File: src/hdl/vslm_pkg.sv
// Constants and carrier types for the signal and location monitor block
package vslm_pkg;
   localparam logic [15:0] VSLM_OFS_COMMAND = 16'h1000;
   localparam logic [15:0] VSLM_OFS_STATUS = 16'h1001;
   localparam logic [15:0] VSLM_OFS_BASE_HIGH = 16'h1002;
   localparam logic [15:0] VSLM_OFS_BASE_LOW = 16'h1003;
   // Command bit positions
   localparam int VSLM_SET_SOFT1_BIT = 7;
   localparam int VSLM_SET_SOFT0_BIT = 6;
   localparam int VSLM_SET_MON1_BIT = 5;
   localparam int VSLM_SET_MON0_BIT = 4;
   localparam int VSLM_CLR_SOFT1_BIT = 3;
   localparam int VSLM_CLR_SOFT0_BIT = 2;
   localparam int VSLM_CLR_MON1_BIT = 1;
   localparam int VSLM_CLR_MON0_BIT = 0;
   // Status and base-low field positions
   localparam int VSLM_ENABLE_LSB = 4;
   localparam int VSLM_MON_ENABLE_BIT = 3;
   // Monitor offsets within the 16-byte window
   localparam logic [3:0] VSLM_MON1_OFFSET = 4'h3;
   localparam logic [3:0] VSLM_MON0_OFFSET = 4'h1;
   // Reset values
   localparam logic [3:0] VSLM_FLAGS_RESET = 4'h0;
   localparam logic [3:0] VSLM_ENABLES_RESET = 4'h0;
   localparam logic [7:0] VSLM_BASE_HIGH_RESET = 8'h00;
   localparam logic [3:0] VSLM_BASE_LOW_RESET = 4'h0;

   // Flags, order {soft_flag_1, soft_flag_0, monitor_flag_1, monitor_flag_0}
   typedef struct packed {
      logic [3:0] flags;
      logic [3:0] enables;
      logic [7:0] base_high;
      logic [3:0] base_low;
      logic mon_enable;
   } vslm_state_t;

   typedef struct packed {
      logic wr;
      logic rd;
      logic [15:0] addr;
      logic [7:0] wdata;
   } vslm_io_req_t;

   typedef struct packed {
      logic valid;
      logic [15:0] addr;
   } vslm_vme_access_t;
endpackage : vslm_pkg

File: src/hdl/vslm_match.sv
// Location monitor address comparator
`timescale 1ns/1ns
module vslm_match import vslm_pkg::*; (
   // Programmed window
   input wire logic mon_enable,
   input wire logic [7:0] base_high,
   input wire logic [3:0] base_low,
   // Observed access
   input wire vslm_vme_access_t access,
   // Hits
   output logic hit_1,
   output logic hit_0
);
   logic window_hit;

   always_comb begin
      window_hit = mon_enable && access.valid && (access.addr[15:4] == {base_high, base_low});
      hit_1 = window_hit && (access.addr[3:0] == VSLM_MON1_OFFSET);
      hit_0 = window_hit && (access.addr[3:0] == VSLM_MON0_OFFSET);
   end
endmodule : vslm_match

File: src/hdl/vslm_irq.sv
// Interrupt combiner for the two signal/monitor interrupt lines
`timescale 1ns/1ns
module vslm_irq import vslm_pkg::*; (
   // Flags and enables
   input wire logic [3:0] flags,
   input wire logic [3:0] enables,
   // Interrupt lines
   output logic irq_1,
   output logic irq_0
);
   logic [3:0] active;

   always_comb begin
      active = flags & enables;
      irq_1 = active[3] | active[1];
      irq_0 = active[2] | active[0];
   end
endmodule : vslm_irq

File: src/hdl/vslm_top.sv
// Signal flags, location monitor and their register block
`timescale 1ns/1ns
module vslm_top import vslm_pkg::*; (
   // Clock and reset
   input wire logic ref_clk,
   input wire logic rst_b,
   // Local and bridged byte I/O port
   input wire vslm_io_req_t io_req,
   output logic [7:0] io_rdata,
   output logic io_rvalid,
   // Observed VMEbus accesses for the location monitor
   input wire vslm_vme_access_t vme_access,
   // Interrupts to the processors
   output logic irq_1,
   output logic irq_0
);
   vslm_state_t st_r;
   vslm_state_t st_nxt;
   logic [7:0] rdata_r;
   logic [7:0] rdata_nxt;
   logic rvalid_r;
   logic hit_1;
   logic hit_0;
   logic [3:0] set_vec;
   logic [3:0] clr_vec;
   logic cmd_wr;

   vslm_match u_match (
      .mon_enable(st_r.mon_enable),
      .base_high(st_r.base_high),
      .base_low(st_r.base_low),
      .access(vme_access),
      .hit_1(hit_1),
      .hit_0(hit_0)
   );

   vslm_irq u_irq (
      .flags(st_r.flags),
      .enables(st_r.enables),
      .irq_1(irq_1),
      .irq_0(irq_0)
   );

   always_comb begin
      st_nxt = st_r;
      rdata_nxt = 8'h00;
      cmd_wr = io_req.wr && (io_req.addr == VSLM_OFS_COMMAND);
      set_vec = 4'h0;
      clr_vec = 4'h0;
      if (cmd_wr) begin
         set_vec = {io_req.wdata[VSLM_SET_SOFT1_BIT], io_req.wdata[VSLM_SET_SOFT0_BIT],
                    io_req.wdata[VSLM_SET_MON1_BIT], io_req.wdata[VSLM_SET_MON0_BIT]};
         clr_vec = {io_req.wdata[VSLM_CLR_SOFT1_BIT], io_req.wdata[VSLM_CLR_SOFT0_BIT],
                    io_req.wdata[VSLM_CLR_MON1_BIT], io_req.wdata[VSLM_CLR_MON0_BIT]};
      end
      // Clear wins over a set bit in the same write; a bus hit in that cycle still lands,
      // so software never loses an access that arrived while it was clearing the flag
      st_nxt.flags = ((st_r.flags | set_vec) & ~clr_vec) | {2'b00, hit_1, hit_0};
      if (io_req.wr) begin
         case (io_req.addr)
            VSLM_OFS_STATUS: st_nxt.enables = io_req.wdata[7:VSLM_ENABLE_LSB];
            VSLM_OFS_BASE_HIGH: st_nxt.base_high = io_req.wdata;
            VSLM_OFS_BASE_LOW: begin
               st_nxt.base_low = io_req.wdata[7:4];
               st_nxt.mon_enable = io_req.wdata[VSLM_MON_ENABLE_BIT];
            end
            default: ;
         endcase
      end
      if (io_req.rd) begin
         case (io_req.addr)
            VSLM_OFS_COMMAND: rdata_nxt = 8'h00;
            VSLM_OFS_STATUS: rdata_nxt = {st_r.enables, st_r.flags};
            VSLM_OFS_BASE_HIGH: rdata_nxt = st_r.base_high;
            VSLM_OFS_BASE_LOW: rdata_nxt = {st_r.base_low, st_r.mon_enable, 3'h0};
            default: rdata_nxt = 8'h00;
         endcase
      end
   end

   always_ff @(posedge ref_clk or negedge rst_b) begin
      if (!rst_b) begin
         st_r <= '{flags: VSLM_FLAGS_RESET, enables: VSLM_ENABLES_RESET,
                   base_high: VSLM_BASE_HIGH_RESET, base_low: VSLM_BASE_LOW_RESET, mon_enable: 1'b0};
         rdata_r <= 8'h00;
         rvalid_r <= 1'b0;
      end else begin
         st_r <= st_nxt;
         rdata_r <= rdata_nxt;
         rvalid_r <= io_req.rd;
      end
   end

   assign io_rdata = rdata_r;
   assign io_rvalid = rvalid_r;

   // Checks
   chk_cmd_set_flag: assert property (@(posedge ref_clk) disable iff (!rst_b)
      (io_req.wr && io_req.addr == VSLM_OFS_COMMAND && io_req.wdata[7] && !io_req.wdata[3])
      |=> st_r.flags[3]) else $error("soft flag 1 not set");
   chk_cmd_clr_flag: assert property (@(posedge ref_clk) disable iff (!rst_b)
      (io_req.wr && io_req.addr == VSLM_OFS_COMMAND && io_req.wdata[1] && !hit_1)
      |=> !st_r.flags[1]) else $error("monitor flag 1 not cleared");
   chk_clear_wins: assert property (@(posedge ref_clk) disable iff (!rst_b)
      (io_req.wr && io_req.addr == VSLM_OFS_COMMAND && io_req.wdata[6] && io_req.wdata[2])
      |=> !st_r.flags[2]) else $error("clear did not win");
   chk_soft_flag_hold: assert property (@(posedge ref_clk) disable iff (!rst_b)
      !(io_req.wr && io_req.addr == VSLM_OFS_COMMAND) |=> st_r.flags[3:2] == $past(st_r.flags[3:2]))
      else $error("soft flag changed without command");
   chk_mon_sticky: assert property (@(posedge ref_clk) disable iff (!rst_b)
      (st_r.flags[0] && !(io_req.wr && io_req.addr == VSLM_OFS_COMMAND && io_req.wdata[0]))
      |=> st_r.flags[0]) else $error("monitor flag 0 dropped");
   chk_hit_sets_lm1: assert property (@(posedge ref_clk) disable iff (!rst_b)
      (vme_access.valid && st_r.mon_enable && vme_access.addr == {st_r.base_high, st_r.base_low, 4'h3})
      |=> st_r.flags[1]) else $error("monitor hit at offset 3 lost");
   chk_no_hit_disabled: assert property (@(posedge ref_clk) disable iff (!rst_b)
      !st_r.mon_enable |-> !hit_0 && !hit_1) else $error("hit while monitor disabled");
   chk_irq_one_or: assert property (@(posedge ref_clk) disable iff (!rst_b)
      irq_1 == ((st_r.flags[3] && st_r.enables[3]) || (st_r.flags[1] && st_r.enables[1])))
      else $error("interrupt 1 mismatch");
   chk_irq_zero_or: assert property (@(posedge ref_clk) disable iff (!rst_b)
      irq_0 == ((st_r.flags[2] && st_r.enables[2]) || (st_r.flags[0] && st_r.enables[0])))
      else $error("interrupt 0 mismatch");
   chk_status_read: assert property (@(posedge ref_clk) disable iff (!rst_b)
      (io_req.rd && io_req.addr == VSLM_OFS_STATUS) |=> io_rvalid && io_rdata == $past({st_r.enables, st_r.flags}))
      else $error("status read wrong");
   chk_command_reads_zero: assert property (@(posedge ref_clk) disable iff (!rst_b)
      (io_req.rd && io_req.addr == VSLM_OFS_COMMAND) |=> io_rdata == 8'h00)
      else $error("command register read not zero");
endmodule : vslm_top

File: config.mk
export PLATFORM = sky130hd
export DESIGN_NAME = vslm_top
export DESIGN_NICKNAME = d
export VERILOG_FILES = /design/src/hdl/vslm_pkg.sv /design/src/hdl/vslm_match.sv /design/src/hdl/vslm_irq.sv /design/src/hdl/vslm_top.sv
export SDC_FILE = /design/constraint.sdc
export NUM_CORES = 1
export LEC_CHECK = 0
export BUFFER_PORTS_ARGS = -buffer_cell sky130_fd_sc_hd__buf_4
export CELL_PAD_IN_SITES_DETAIL_PLACEMENT = 0
export CELL_PAD_IN_SITES_GLOBAL_PLACEMENT = 1
export CORE_UTILIZATION = 41
export CTS_CLUSTER_SIZE = 8
export DETAILED_ROUTE_END_ITERATION = 16
export PLACE_DENSITY = 0.82
export SLEW_MARGIN = 25
export SYNTH_ARGS = -nofsm -noshare
export SYNTH_HDL_FRONTEND = slang
export SYNTH_SLANG_ARGS = --single-unit
File: constraint.sdc
create_clock -name ref_clk -period 4 [get_ports ref_clk]
set_input_delay 1.2 -clock ref_clk [delete_from_list [all_inputs] [get_ports ref_clk]]
set_output_delay 1.2 -clock ref_clk [all_outputs]
set_load 0.02 [all_outputs]
# Yosys cells after proc, flatten, opt, wreduce, memory -nomap -nowiden
# Cells that the tools add are included.
# op_classes
eq_ne	7
n_mux	4
bitwise	7
n_reduce_logical	8
# op_table
op	n
$eq A16 B13 Y1 const B	4
$pmux W8 S3	1
$eq A12 B12 Y1	1
$and A4 B4 Y4	2
$mux W4	2
$mux W8	1
$reduce_and A2 Y1	3
$logic_and A1 B1 Y1	5
$eq A4 B1 Y1 const B	1
$eq A4 B2 Y1 const B	1
$not A4 Y4	1
$or A4 B2 Y4	1
$or A4 B4 Y4	1
$or A1 B1 Y1	2
# totals
reg_bits	30
inputBits	45
output_inout_bits	11
word_cells	33

# Logic depth before layout (Yosys ltp)
# logic_depth
ltp_word	6
mapped_depth	6
ltp_nobuf	4

# Hierarchy
# A second synthesis with hierarchy kept.
# hier_totals
cells_unflattened	124
area_unflattened_um2	1537.7
# by_module_without_submodules
mod	n_inst	cells_each	area_per_inst_um2	seq_area_each_um2
vslm_top	1	98	1322.5	750.7
vslm_match	1	24	197.7	0.0
vslm_irq	1	2	17.5	0.0

# Worst setup path before layout
# No wires, ideal clock.
# synth_path
path_type	input to register
from	input io_req[23] (netlist name)
to	register st_r[0] (netlist name)
setup_ns	0.125
arrival_ns	2.341
required_ns	3.875
slack_ns	1.534
stages	4
path_buffers	0
cell_sequence	nor4_4 nand4_4 nor3_4 mux2_4
# synth_between
elab_chain_cells	2
# synth_rtl
element	line	text
start, declared	vslm_top.sv:8	input wire vslm_io_req_t io_req,
$eq A16 B13 Y1	vslm_top.sv:60	case (io_req.addr)
$reduce_and A2 Y1 (no source line)	-	
end signal, assigned	vslm_top.sv:83	st_r <= '{flags: VSLM_FLAGS_RESET, enables: VSLM_ENABLES_RESET,
end signal, assigned	vslm_top.sv:88	st_r <= st_nxt;
end, declared	vslm_top.sv:17	vslm_state_t st_r;
# Every way passes these cells.
# A chain may end at the register's enable or synchronous reset.

# Final worst setup path
# layout_path
from	input io_req[23] (netlist name)
to	register st_r[11] (netlist name)
# The elaborated chain is that of the path after synthesis.

==> flow_summary.yaml <==
timing:
  setup_violations: 0
  hold_viol: 0
  maxSlewViolCount: 0
  tightest_slew_ps: 526
  finalSetupTns_ps: 0
  clock.fmax_ghz: 0.416
  worst_hold_slack_ps: 542
  clock_skew_ps: 8.90
  period_needed_ps: 2400
  rsz0062_at_grt: "no"
  finalCritPeriodShare: 0.601
  slew_headroom: 0.649
pwr:
  p_int_uw: 606
  p_seq_frac: 0.405
  switching_share: 0.192
  p_clk_frac: 0.503
  p_leak_nw: 1.03
  ir_drop_v: 0.000183
  power_per_cell_area_nw_per_um2: 348
  p_sw_uw: 144
  power_frac_comb: 0.091
die:
  die_area_um2: 4050
  die_y_um: 63.7
  ios: 56
  die_w_um: 63.7
  initial_core_util: 0.426
  core-area_um2: 3660
  placementRows: 22
clock_network:
  cts_root_buffer: "clkbuf_8"
  clock-sinks: 30
  post_cts_resized: 0
  clockBufferDepth: 2
  cts_setup_buffers: 0
  clk_pin_slew_ps: 70
  cts_hold_buf: 0
  cts_tree: "done"
  cts_buffers: 5
  cts_max_level: 2
  clk_latency_ps: 280
grt:
  antenna_found_initial: 0
  grt_pass1_wl_mm: 5.93
  grt_use_total: 0.196
  grt_max_degree: 31
  grt_overflow: 0
  grt_pass1_vias: 1227
cells_and_area:
  layout_common_cells: "buf_4, dfrtp_1, mux2_2"
  antennaDiodeCount: 0
  drive_gt1_frac: 0.508
  finalNetCount: 227
  layout_commonest_cell: "buf_4"
  areaGrowthSynthToFinish_pct: 38.3
synth:
  synth-seq-cells: 30
  yosysTopAreaCellShare: 0.482
  syn_inst: 123
  synth.avg_cell_area_um2: 12.7
  yosysUniqueCellTypes: 26
  synth_top_cell_by_area: "dfrtp_1"
  syn_area_um2: 1560
  yosysWarnings: 0
  synthesis.nets: 168
  seq_area_frac_synth: 0.482
  synth_area_leaders: "dfrtp_1, mux2_2, xnor2_1, mux2_4, a22oi_1"
routing:
  drcViolationCount: 0
  drtAntennaViolNets: 0
  wl_per_cell_um: 15.3
  drt-total-wl_mm: 3.54
  vias_per_cell: 5.11
  drt_iter0_drc: 47
  vias: 1180
  drt_pre_antenna_iters: 4
worst_setup_path:
  critPathMaxFanout: 8
  path_class: "input port to flop"
  endpoint_kind: "flop"
  cp.required_ps: 4160
  cp.arrival_ps: 2560
  crit_path_start_kind: "input port"
run:
  cap_violations: 0
placed_design:
  gp_congestion: 0.836
  dp_hpwl_mm: 2.80
  port_buffers: 55
worst_hold_path:
  hp-class: "flop to flop"
outcome:
  status: "completed"
[worst max-delay path, stage by stage]
cell and delay (ps):
buf_4 120, nor4_4 370, nand4_4 210, nor2_4 290
mux2_2 370
[per-layer routing]
| layer | global-route usage | part of all wire | vias to the layer above |
|---|---|---|---|
| li1 | - | - | 572 |
| met1 | 0.260 | 0.46 | 568 |
| met2 | 0.315 | 0.49 | 35 |
| met3 | 0.0344 | 0.037 | 5 |
| met4 | 0.0767 | 0.011 | 0 |
| met5 | 0 | 0 | - |
[path summary, 6_finish.rpt]
| check | from | end | slack (ps) | depth (start not counted) |
|---|---|---|---|---|
| min in group asynchronous | rst_b | io_rdata[5] | 830 | 1 |
| hold reg to reg | st_r[20] | st_r[20] | 540 | 2 |
| setup reg to reg | st_r[9] | st_r[18] | 2420 | 4 |
| setup / recovery | io_req[23] | st_r[11] | 1600 | 5 |
| max in group asynchronous | rst_b | io_rdata[1] | 2880 | 1 |
| hold / removal | st_r[20] | st_r[20] | 540 | 2 |
[cells in the mapped netlist]
| library cell | count |
|---|---|
| and4_2 | 1 |
| or4_1 | 1 |
| a22o_1 | 2 |
| nand4_1 | 5 |
| clkbuf_1 | 2 |
| and3_1 | 5 |
| nand4_4 | 1 |
| nor4_4 | 2 |
| nor2b_1 | 1 |
| nand2_1 | 2 |
| a22oi_1 | 8 |
| nor3_1 | 1 |
| and2_1 | 1 |
| inv_1 | 2 |
| dfrtp_1 | 30 |
| nor4b_4 | 1 |
| xnor2_1 | 12 |
| mux2_2 | 17 |
| o22ai_1 | 2 |
| mux2_4 | 5 |
| o211a_1 | 1 |
| nor2_1 | 13 |
| buf_6 | 1 |
| nor3_4 | 2 |
| a31oi_1 | 4 |
| nor2_4 | 1 |
[power by group through the flow]
stage	combinational, mW	sequential (mW)	clock, mW
final	0.0685	0.304	0.378
after global routing	0.0742	0.304	0.397
after CTS	0.0692	0.304	0.383
after detailed placement	0.0690	0.310	0
after global placement	0.0677	0.310	0
after floorplan	0.0183	0.311	0
[area by class of cell]
type / count / area, um2
Multi-Input combinational cell: 88 / 782
Inverter: 2 / 7.51
Fill cell: 315 / 1510
Clock inverter: 2 / 60.1
Timing Repair Buffer: 55 / 413
Clock buffer: 6 / 82.6
Tap cell: 48 / 60.1
Sequential cell: 30 / 751
[per-stage QoR]
step,utilization,setup WS [ps],area [um2],instances,total power [mW]
floorplan,-,1530,1560,123,0.329
global placement,0.550,1350,2010,223,0.378
detailed placement,0.550,1300,2010,223,0.379
CTS,0.589,1590,2160,231,0.756
global route,0.589,1540,2160,231,0.775
finish,0.589,1600,2160,231,0.750
[sequential cells by signal, summed over array words and instances, names as in the netlist]
register and cells:
io_rdata 8, io_rvalid 1, st_r 21
[kinds of logic after synthesis]
group	Yosys count	share of synthesized area
AO/OA/AOI/OAI	17	0.0803
XOR/XNOR	12	0.0674
buffers and inverters	5	0.0169
flip-flops	30	0.482
multiplexers	22	0.171
AND/OR/NAND/NOR	37	0.183
Note: power is estimated with default switching activity, not from simulation.
